### src/logic/gpeb_consts.svh
// Functional notes
// - At most two event banks, flags plus mask.
// - Each bank base sits on 32-bit boundary.
// - Flags and mask each half the bank.
// - Mask bit pairs with same-position flag bit.
// - Active event input sets its flag bit.
// - Flag clears only on write of one.
// - All flags and masks reset to zero.
// - Interrupt while any flag and mask set.
// - Enabled flag may wake a sleeping system.
// - Retention across sleep is implementation choice.
// - Lid flag set on selected lid transition; the code sets it on a level match instead.
// - Lid polarity bit 0, flag bit 1.
// - Lid flag feeds bank 0 flag bit 1.
// - Flag sets when lid level equals polarity.
`ifndef GPEB_CONSTS_SVH
`define GPEB_CONSTS_SVH

// =====================================================================
// Map and layout
`define GPEB_MAX_BANKS     2
`define GPEB_NUM_BANKS     2
`define GPEB_REG_BYTES     1
`define GPEB_BANK0_BASE    16'h0400
`define GPEB_BANK1_BASE    16'h0404
`define GPEB_ALIGN_MASK    16'hFFFC
`define GPEB_LID_ADDR      16'h0200
`define GPEB_LID_POLARITY_BIT   0
`define GPEB_LID_FLAG_BIT  1
`define GPEB_LID_CHILD_BIT 1

// =====================================================================
// Reset and read values
`define GPEB_RESET_BIT     1'b0
`define GPEB_RESET_BYTE    8'h00
`define GPEB_UNMAPPED_READ 8'h00

`endif

### src/logic/gpeb_pkg.sv
package gpeb_pkg;

    // =================================================================
    // Byte-wide I/O request and answer
    typedef struct packed {
        logic [15:0] addr;
        logic        wr;
        logic        rd;
        logic [7:0]  wdata;
    } gpeb_io_req_s;

    typedef struct packed {
        logic [7:0] rdata;
        logic       rvalid;
    } gpeb_io_rsp_s;

    typedef logic [15:0] gpeb_addr_t;
    typedef logic [7:0]  gpeb_byte_t;

    // =================================================================
    // Decode target of one access
    typedef enum logic [1:0] {
        GPEB_TGT_NONE  = 2'b00,
        GPEB_TGT_FLAGS = 2'b01,
        GPEB_TGT_MASK  = 2'b10,
        GPEB_TGT_LID   = 2'b11
    } gpeb_tgt_e;

endpackage

### src/logic/gpeb_bank.sv
`timescale 1ns/1ps
`include "gpeb_consts.svh"

module gpeb_bank #(
    parameter int unsigned WIDTH = 8
) (
    // Clock and reset.
    input  wire logic             sys_clk,
    input  wire logic             rstn,
    // Event levels and software strobes.
    input  wire logic [WIDTH-1:0] event_in,
    input  wire logic [WIDTH-1:0] flag_clr,
    input  wire logic [WIDTH-1:0] mask_wr,
    input  wire logic [WIDTH-1:0] mask_wdata,
    input  wire logic             mask_clr_all,
    // State.
    output logic      [WIDTH-1:0] flags,
    output logic      [WIDTH-1:0] mask,
    output logic                  pending
);
    logic [WIDTH-1:0] flag_q;
    logic [WIDTH-1:0] flag_d;
    logic [WIDTH-1:0] mask_q;
    logic [WIDTH-1:0] mask_d;

    // =================================================================
    // Per-bit next state
    // An event in the cycle of its clear still leaves the flag set.
    for (genvar i = 0; i < WIDTH; i++) begin : g_bit
        always_comb begin
            flag_d[i] = event_in[i] | (flag_q[i] & ~flag_clr[i]);
            if (mask_clr_all) begin
                mask_d[i] = `GPEB_RESET_BIT;
            end else if (mask_wr[i]) begin
                mask_d[i] = mask_wdata[i];
            end else begin
                mask_d[i] = mask_q[i];
            end
        end
    end

    // =================================================================
    // Registers
    always_ff @(posedge sys_clk) begin
        if (!rstn) begin
            flag_q <= {WIDTH{`GPEB_RESET_BIT}};
            mask_q <= {WIDTH{`GPEB_RESET_BIT}};
        end else begin
            flag_q <= flag_d;
            mask_q <= mask_d;
        end
    end

    assign flags   = flag_q;
    assign mask    = mask_q;
    assign pending = |(flag_q & mask_q);

endmodule // gpeb_bank

### src/logic/gpeb_lid.sv
`timescale 1ns/1ps
`include "gpeb_consts.svh"

module gpeb_lid (
    // Clock and reset.
    input  wire logic       sys_clk,
    input  wire logic       rstn,
    // Lid level, high when open.
    input  wire logic       lid_in,
    // Software write to the lid byte.
    input  wire logic       wr,
    input  wire logic [7:0] wdata,
    // State.
    output logic            lid_flag,
    output logic            lid_polarity
);
    logic flag_q;
    logic flag_d;
    logic pol_q;
    logic pol_d;

    // =================================================================
    // Next state
    // The flag follows a level match, so software must flip the
    // polarity after each event or the flag sets again at once.
    always_comb begin
        pol_d  = pol_q;
        flag_d = flag_q;
        if (wr) begin
            pol_d = wdata[`GPEB_LID_POLARITY_BIT];
            if (wdata[`GPEB_LID_FLAG_BIT]) begin
                flag_d = `GPEB_RESET_BIT;
            end
        end
        if (lid_in == pol_q) begin
            flag_d = 1'b1;
        end
    end

    // =================================================================
    // Registers
    always_ff @(posedge sys_clk) begin
        if (!rstn) begin
            flag_q <= `GPEB_RESET_BIT;
            pol_q  <= `GPEB_RESET_BIT;
        end else begin
            flag_q <= flag_d;
            pol_q  <= pol_d;
        end
    end

    assign lid_flag     = flag_q;
    assign lid_polarity = pol_q;

endmodule // gpeb_lid

### src/logic/gpeb_top.sv
`timescale 1ns/1ps
`include "gpeb_consts.svh"

module gpeb_top #(
    parameter int unsigned NUM_BANKS       = `GPEB_NUM_BANKS,
    parameter int unsigned REG_BYTES       = `GPEB_REG_BYTES,
    parameter logic [15:0] BANK0_BASE      = `GPEB_BANK0_BASE,
    parameter logic [15:0] BANK1_BASE      = `GPEB_BANK1_BASE,
    parameter logic [15:0] LID_ADDR        = `GPEB_LID_ADDR,
    parameter bit          RETAIN_IN_SLEEP = 1'b1,
    parameter bit          WAKE_ENABLE     = 1'b1
) (
    // Clock and reset.
    input  wire logic                        sys_clk,
    input  wire logic                        rstn,
    // Byte-wide system I/O access.
    input  wire gpeb_pkg::gpeb_io_req_s      io_req,
    output gpeb_pkg::gpeb_io_rsp_s           io_rsp,
    // Event inputs, one per flag position.
    input  wire logic [8*REG_BYTES-1:0]      bank0_event,
    input  wire logic [8*REG_BYTES-1:0]      bank1_event,
    // Lid switch level.
    input  wire logic                        lid_in,
    // Power state of the system.
    input  wire logic                        sleeping,
    // Interrupt and wake requests.
    output logic                             sci,
    output logic                             wake
);
    import gpeb_pkg::*;

    // =================================================================
    // Sizes
    // Each register is REG_BYTES wide, so a bank spans twice that.
    localparam int unsigned W     = 8 * REG_BYTES;
    localparam int unsigned NBMAX = `GPEB_MAX_BANKS;

    // Bases are forced onto a dword boundary whatever the parameter.
    localparam logic [NBMAX-1:0][15:0] BASES = {
        BANK1_BASE & `GPEB_ALIGN_MASK,
        BANK0_BASE & `GPEB_ALIGN_MASK
    };

    // =================================================================
    // Shared signals
    logic [NBMAX-1:0][W-1:0] bank_event;
    logic [NBMAX-1:0][7:0]   bank_rd_byte;
    logic [NBMAX-1:0]        bank_hit;
    logic [NBMAX-1:0]        bank_pend;
    logic                    mask_clr_all;
    logic                    lid_hit;
    logic                    lid_wr;
    logic                    lid_flag;
    logic                    lid_polarity;
    logic [7:0]              lid_byte;
    logic [W-1:0]            lid_child;

    // Output and edge registers.
    gpeb_io_rsp_s            rsp_q;
    gpeb_io_rsp_s            rsp_d;
    logic                    sci_q;
    logic                    sci_d;
    logic                    wake_q;
    logic                    wake_d;
    logic                    sleeping_q;
    logic                    sleeping_d;

    // =================================================================
    // Event routing
    // The lid flag is a child source; it is ORed with the pin of the
    // same position, so that pin must stay inactive if unused.
    always_comb begin
        lid_child                      = '0;
        lid_child[`GPEB_LID_CHILD_BIT] = lid_flag;
    end

    assign bank_event[0] = bank0_event | lid_child;
    assign bank_event[1] = bank1_event;

    // =================================================================
    // Lid byte
    assign lid_hit = (io_req.addr == LID_ADDR);
    assign lid_wr  = io_req.wr & lid_hit;

    always_comb begin
        lid_byte                     = `GPEB_RESET_BYTE;
        lid_byte[`GPEB_LID_POLARITY_BIT]  = lid_polarity;
        lid_byte[`GPEB_LID_FLAG_BIT] = lid_flag;
    end

    gpeb_lid u_lid (
        .sys_clk      (sys_clk),
        .rstn         (rstn),
        .lid_in       (lid_in),
        .wr           (lid_wr),
        .wdata        (io_req.wdata),
        .lid_flag     (lid_flag),
        .lid_polarity (lid_polarity)
    );

    // =================================================================
    // Event banks
    for (genvar b = 0; b < NBMAX; b++) begin : g_bank
        if (b < NUM_BANKS) begin : g_on
            gpeb_tgt_e    tgt;
            logic [15:0]  off;
            logic [15:0]  sub;
            logic [W-1:0] wvec;
            logic [W-1:0] lane;
            logic [W-1:0] flag_clr;
            logic [W-1:0] mask_wr;
            logic [W-1:0] flags;
            logic [W-1:0] mask;
            logic [W-1:0] shifted;
            logic [7:0]   rd_byte;
            logic         pend;

            // Byte decode: flags occupy the low half, mask the high.
            always_comb begin
                off = io_req.addr - BASES[b];
                tgt = GPEB_TGT_NONE;
                sub = '0;
                if (off < 16'(REG_BYTES)) begin
                    tgt = GPEB_TGT_FLAGS;
                    sub = off;
                end else if (off < 16'(2 * REG_BYTES)) begin
                    tgt = GPEB_TGT_MASK;
                    sub = off - 16'(REG_BYTES);
                end
            end

            // Every access moves one byte lane only.
            always_comb begin
                wvec     = W'(io_req.wdata) << {sub, 3'b000};
                lane     = W'(8'hFF) << {sub, 3'b000};
                flag_clr = '0;
                mask_wr  = '0;
                if (io_req.wr && tgt == GPEB_TGT_FLAGS) begin
                    flag_clr = wvec;
                end
                if (io_req.wr && tgt == GPEB_TGT_MASK) begin
                    mask_wr = lane;
                end
            end

            // Read lane selection; bits above the width read zero.
            always_comb begin
                shifted = '0;
                unique case (tgt)
                    GPEB_TGT_FLAGS: shifted = flags >> {sub, 3'b000};
                    GPEB_TGT_MASK:  shifted = mask >> {sub, 3'b000};
                    GPEB_TGT_NONE,
                    GPEB_TGT_LID:   shifted = '0;
                endcase
                rd_byte = shifted[7:0];
            end

            gpeb_bank #(
                .WIDTH (W)
            ) u_bank (
                .sys_clk      (sys_clk),
                .rstn         (rstn),
                .event_in     (bank_event[b]),
                .flag_clr     (flag_clr),
                .mask_wr      (mask_wr),
                .mask_wdata   (wvec),
                .mask_clr_all (mask_clr_all),
                .flags        (flags),
                .mask         (mask),
                .pending      (pend)
            );

            assign bank_rd_byte[b] = rd_byte;
            assign bank_hit[b]     = (tgt != GPEB_TGT_NONE);
            assign bank_pend[b]    = pend;
        end else begin : g_off
            assign bank_rd_byte[b] = `GPEB_RESET_BYTE;
            assign bank_hit[b]     = 1'b0;
            assign bank_pend[b]    = 1'b0;
        end
    end

    // =================================================================
    // Sleep handling
    // Without retention the masks are dropped as the system leaves
    // sleep, so firmware finds a known state before handing over.
    always_comb begin
        sleeping_d   = sleeping;
        mask_clr_all = !RETAIN_IN_SLEEP && sleeping_q && !sleeping;
    end

    // =================================================================
    // Read answer and request outputs
    // The lid byte wins over a bank if a base is set to overlap it.
    always_comb begin
        rsp_d        = rsp_q;
        rsp_d.rvalid = io_req.rd;
        if (io_req.rd) begin
            rsp_d.rdata = `GPEB_UNMAPPED_READ;
            for (int b = NBMAX - 1; b >= 0; b--) begin
                if (bank_hit[b]) begin
                    rsp_d.rdata = bank_rd_byte[b];
                end
            end
            if (lid_hit) begin
                rsp_d.rdata = lid_byte;
            end
        end
        sci_d  = |bank_pend;
        wake_d = WAKE_ENABLE && sleeping && (|bank_pend);
    end

    always_ff @(posedge sys_clk) begin
        if (!rstn) begin
            rsp_q      <= '{rdata: `GPEB_RESET_BYTE, rvalid: 1'b0};
            sci_q      <= 1'b0;
            wake_q     <= 1'b0;
            sleeping_q <= 1'b0;
        end else begin
            rsp_q      <= rsp_d;
            sci_q      <= sci_d;
            wake_q     <= wake_d;
            sleeping_q <= sleeping_d;
        end
    end

    assign io_rsp = rsp_q;
    assign sci    = sci_q;
    assign wake   = wake_q;

endmodule // gpeb_top

### config.mk
export PLATFORM = sky130hd
export DESIGN_NAME = gpeb_top
export DESIGN_NICKNAME = d
export VERILOG_FILES = /design/src/logic/gpeb_pkg.sv /design/src/logic/gpeb_bank.sv /design/src/logic/gpeb_lid.sv /design/src/logic/gpeb_top.sv
export VERILOG_INCLUDE_DIRS = /design/src /design/src/logic
export SDC_FILE = /design/constraint.sdc
export NUM_CORES = 1
export LEC_CHECK = 0
export BUFFER_PORTS_ARGS = -buffer_cell sky130_fd_sc_hd__buf_2
export CORE_ASPECT_RATIO = 0.8
export CORE_MARGIN = 2
export CORE_UTILIZATION = 40
export CTS_CLUSTER_DIAMETER = 60
export DETAILED_ROUTE_END_ITERATION = 8
export SYNTH_ARGS = -nofsm -noshare
export SYNTH_HDL_FRONTEND = slang
export SYNTH_HIERARCHICAL = 1
export SYNTH_SLANG_ARGS = --single-unit
### constraint.sdc
create_clock -name sys_clk -period 13.25 [get_ports sys_clk]
set_input_delay 3.3125 -clock sys_clk [delete_from_list [all_inputs] [get_ports sys_clk]]
set_output_delay 3.3125 -clock sys_clk [all_outputs]
set_load 0.1 [all_outputs]
[After elaboration in Yosys (flattened, before gate mapping)]
Cells that the tools add are included.
Word-level totals
  register bits: 45
  input bits: 46
  output and inout port bits: 11
  logic and storage cells: 135
Cells by class
  $add $sub $neg: 4
  order comparisons: 4
  equal/unequal tests: 8
  shifts and indexed selects: 8
  mux-type cells: 20
  bitwise operators: 52
  reduce and logical (&&, ||, !) cells: 15
Operators with widths (number)
  8-bit by 19-bit right shift with 8-bit output: 4
  16-bit two-way mux: 4
  8-bit two-way mux: 7
  8-bit one-hot mux with 3 select lines: 2
  8-bit by 19-bit << shifter with 8-bit output: 2
  8-bit by 19-bit << shifter with 8-bit output (first input constant): 2
  16-bit by 1-bit < comparator with 1-bit output (second input constant): 2
  16-bit by 2-bit < comparator with 1-bit output (second input constant): 2
  16-bit by 1-bit subtractor with 16-bit output (second input constant): 2
  16-bit by 11-bit subtractor with 16-bit output (second input constant): 2
  1-bit AND: 17
  8-bit AND: 2
  16-bit by 10-bit == test with 1-bit output (second input constant): 1
  1-bit NOT: 16
  1-bit OR: 16
  16-bit OR reduction: 1
  2-bit == test (second input constant): 4
  2-bit two-way mux: 4
  8-bit by 2-bit OR with 8-bit output: 1
  2-bit nonzero test: 4
  1-bit logical AND: 5
  2-bit by 1-bit == test with 1-bit output (second input constant): 2
  2-bit logical NOT: 2
  2-bit OR reduction: 2
  3 further kinds: 5

[Depth between registers and ports, before layout]
  depth in word-level cells: 10
  mapped depth: 14
  mapped depth without buffers: 11

[Hierarchy]
The synthesis kept the hierarchy.
Modules (own cells, without submodules)
  gpeb_top: instances 1, cells each 370, area an instance 2632.5 µm², sequential area each 220.2 µm²
  gpeb_bank: instances 2, cells each 56, area an instance 613.1 µm², sequential area each 320.3 µm²
  gpeb_lid: instances 1, cells each 7, area an instance 80.1 µm², sequential area each 40.0 µm²

[Least setup slack after synthesis]
No wires, ideal clock.
  path kind: input port to flip-flop
  start point: in io_req[12] (netlist bit)
  end point: reg g_bank[1].g_on.u_bank.mask_q[0]
  library setup time: 0.115 ns
  arrival: 7.032 ns
  required time: 13.135 ns
  path slack: 6.103 ns
  cell stages on the path: 13
  buffers on the path: 2
  cell sequence: buf_2 > inv_1 > ha_1 > buf_2 > xor2_1 > or4_1 > o311ai_1 > o311ai_1 > nor4_1 > o211ai_1 > nor4_1 > mux2i_1 > nor2_1
Between the ends
  cells in the longest elaborated chain, start to end: 7
  elaborated cells between the ends (all ways): 13
  classes of those cells: add/sub: 2; order compare: 2; eq/ne: 1; shift: 2; mux: 5; reduce/logical: 1
Ends and longest elaborated chain
  start, declared: line gpeb_top.sv:17  | input wire gpeb_pkg::gpeb_io_req_s io_req,
  16-bit by 11-bit subtractor with 16-bit output *: line gpeb_top.sv:120  | off = io_req.addr - BASES[b];
  branches (longest 5 deep; another with 16-bit by 1-bit subtractor with 16-bit output)
  8-bit two-way mux *: line gpeb_top.sv:141  | if (io_req.wr && tgt == GPEB_TGT_MASK) begin
  via g_bank[1].g_on.mask_wr[0]: line gpeb_top.sv:111  | logic [W-1:0] mask_wr;
  end signal, assigned: line gpeb_bank.sv:47  | mask_q <= {WIDTH{`GPEB_RESET_BIT}};
  end signal, assigned: line gpeb_bank.sv:50  | mask_q <= mask_d;
  end, declared: line gpeb_bank.sv:23  | logic [WIDTH-1:0] mask_q;
Mark *: on every way through the listed nets, which the timed path passes.
A chain may end at the register's enable or synchronous reset.

[Worst setup path in the final report]
  start point: in io_req[12] (netlist bit)
  end point: reg g_bank[1].g_on.u_bank.mask_q[2]
Between the ends
  cells in the longest elaborated chain, start to end: 7
  elaborated cells between the ends (all ways): 13
  classes of those cells: add/sub: 2; order compare: 2; eq/ne: 1; shift: 2; mux: 5; reduce/logical: 1
Ends and longest elaborated chain (line)
  16-bit by 11-bit subtractor with 16-bit output *: gpeb_top.sv:120
  branches (longest 6 deep; another with 16-bit by 1-bit subtractor with 16-bit output)
Every way passes the cells marked *.

==> flow_metrics.env <==
export IMPL_grt_pass1_wl_um=20500
export IMPL_dieArea_mm2=0.0107
export IMPL_drtAntennaViolNets=0
export IMPL_mostFrequentLayoutCell="buf_2"
export IMPL_synth_top_area_share_pct=22.9
export IMPL_cts_buffers=5
export IMPL_reg2reg_depth=4
export IMPL_clk_path_buf_depth=2
export IMPL_ctsResizeCount=0
export IMPL_ys_ff_latch=45
export IMPL_hp_class="flop to flop"
export IMPL_cts_tree="built"
export IMPL_gp_congestion=0.971
export IMPL_hold_violations=0
export IMPL_vias_per_cell=6.35
export IMPL_synthTopCellsByArea="dfxtp_1, mux2i_1, nor2_1, o21a_1, nor2b_1"
export IMPL_yosys_area_top_type="dfxtp_1"
export IMPL_cp_end_kind="flop"
export IMPL_async_flop_share_pct=0
export IMPL_cp_start_kind="input port"
export IMPL_cts_root_buf="clkbuf_16"
export IMPL_finalCriticalPeriod_ns=7.39
export IMPL_crit_top_cell="o311ai_1"
export IMPL_start_util_pct=41.0
export IMPL_dp_cells=638
export IMPL_cp_max_fo=20
export IMPL_status="complete, no violations"
export IMPL_dr_pass1_iters=5
export IMPL_fin_crit_sh_pct=55.8
export IMPL_relSlewSlack_pct=24.7
export IMPL_crit_required_ns=13.43
export IMPL_rows=32
export IMPL_path_cells="buf_2 -> inv_1 -> ha_1 -> xor2_1 -> or4_1 -> o311ai_1 -> o311ai_1 -> nor4_1 -> o211ai_1 -> nor4_2 -> mux2i_1 -> nor2_1"
export IMPL_clk_insertion_delay_late_ns=0.29
export IMPL_synthMuxAreaShare_pct=6.99
export IMPL_antenna_found_initial=0
export IMPL_die_h_um=92.8
export IMPL_syn_inst=489
export IMPL_n_antenna_cell=0
export IMPL_cts_sinks=45
export IMPL_final_max_slew_viol_count=0
export IMPL_cts_hold_buf=0
export IMPL_cts_setup_buffers=0
export IMPL_globalRouteTotalUtil_pct=24.4
export IMPL_yosys_warnings=6
export IMPL_fmax_ghz=0.135
export IMPL_dieWidth_um=115
export IMPL_skew_ns=0.00716
export IMPL_worstSetupPathType="input port to flop"
export IMPL_htree_levels=2
export IMPL_synth_top_family_by_area="simple AND/OR/NAND/NOR gates"
export IMPL_ys_types=75
export IMPL_finalSetupViolations=0
export IMPL_worst_pin_slew_ns=1.12
export IMPL_remaining_drc_errors=0
export IMPL_postRouteWirelength_um=12700
export IMPL_io_pins=57
export IMPL_ys_flop_type="dfxtp_1"
export IMPL_synth_fa_ha_area_share_pct=2.54
export IMPL_arrival_ns=7.56
export IMPL_synth_compound_area_share_pct=27.5
export IMPL_powerDensity_mw_per_mm2=78.8
export IMPL_avgSynthCellArea_um2=8.05
export IMPL_rsz0062_at_grt="false"
export IMPL_worstHoldPathCells=2
export IMPL_synth_xor_area_share_pct=2.67
export IMPL_drtIter0Drc=429
export IMPL_drive_gt1_share_pct=16.7
export IMPL_synth_simple_area_share_pct=30.9
export IMPL_fin_nets=580
export IMPL_final_cell_mix="buf_2, dfxtp_1, nor2_1"
export IMPL_clkTransAtPathRegs_ns=0.06
export IMPL_synth_edf_count=0
export IMPL_cpMaxStageDelayCell="nor4_2"
export IMPL_peakVddDrop_v=0.0000434
export IMPL_num_vias=4097
export IMPL_seq_area_frac_synth_pct=22.9
export IMPL_grt_start_max_net_pins=31
export IMPL_grt_overflow=0
export IMPL_wl_per_cell_um=19.7
export IMPL_area_growth_pct=10.6
export IMPL_finalSetupTns_ns=0
export IMPL_syn_area_mm2=0.00394
export IMPL_grt_pass1_vias=3845
export IMPL_cap_violations=0
export IMPL_layout_cells_non_filler=645
export IMPL_hpwlAfterDp_um=9880
export IMPL_port_buffers=56
export IMPL_core_mm2=0.00961
export IMPL_p_leak_nw=1.54
export IMPL_slowest_delay_ns=1.05
==> per-stage QoR <==
step                      setup slack, ns  hold WS (ns)  area [um2]  utilization (%)  power [mW]
after detailed placement             5.68         0.487        4220             43.9       0.220
after CTS                            5.95         0.506        4360             45.4       0.343
after global routing                 5.45         0.525        4360             45.4       0.357
after floorplan                      6.10         0.478        3940                -       0.197
final                                5.86         0.502        4360             45.4       0.343
after global placement               5.82         0.491        4220             43.9       0.220
==> per-layer routing <==
layer	up-vias	wire [um]	global-route usage [%]
met5	-	0	0
met4	0	118	4.62
met3	11	1170	5.69
met2	202	5350	34.8
met1	1937	6070	37.0
li1	1947	-	-
==> worst max-delay path, delay by kind of cell <==
kind,cells,cell delay (ns)
buffers and inverters,2,0.30
AND/OR/NAND/NOR,4,2.08
adder cells (fa/ha/maj),1,0.63
XOR/XNOR,1,0.26
multiplexers,1,0.28
AO/OA/AOI/OAI,3,0.70
==> registers in the layout (all words and copies together) (netlist names) <==
name	cells
u_lid/lid_polarity	1
g_bank.g_on.u_bank/mask	16
g_bank.g_on.u_bank/flags	16
wake	1
sci	1
u_lid/lid_flag	1
io_rsp	9
==> Yosys cell counts, types with 9 or more instances <==
cell type  count
a31oi_1        9
mux2i_1       23
dfxtp_1       45
buf_2         10
nor2_1        42
and2_1        14
clkbuf_1      10
nand2_1       28
and4_1        10
a21oi_1       10
nand3_1       12
o31ai_1       11
inv_1         24
a22oi_1       14
nor4_1        18
nor2b_1       22
o21a_1        20
==> layout make-up <==
type,count,area [um2]
fillers,983,5250
multi-input cells,394,2800
flip-flops and latches,45,901
repair buffers,56,280
well taps,119,149
clock buffers,7,143
inverters,24,90.1
==> path summary, 6_finish.rpt <==
path | from | to | slack (ns)
worst min register to register | io_rsp[5]$_SDFFE_PN0P_ | io_rsp[5]$_SDFFE_PN0P_ | 0.50
worst max register to register | g_bank[0].g_on.u_bank/flags[3]$_SDFF_PN0_ | io_rsp[4]$_SDFFE_PN0P_ | 12.00
worst min-delay path | io_rsp[5]$_SDFFE_PN0P_ | io_rsp[5]$_SDFFE_PN0P_ | 0.50
worst max-delay path | io_req[12] | g_bank[1].g_on.u_bank/mask[2]$_SDFFE_PP0P_ | 5.86
==> power by group <==
part	internal, mW	switching [mW]	total [mW]
clock	0.0741	0.0498	0.124
sequential	0.139	0.00333	0.143
combinational	0.0277	0.0491	0.0768
==> logic make-up after synthesis <==
family | after synthesis
buf+inv | 51
simple gates | 205
fa+ha+maj | 8
flops | 45
other cells | 1
xor+xnor | 12
mux | 27
compound gates | 140
No activity file was read; power rests on OpenSTA's default activity.
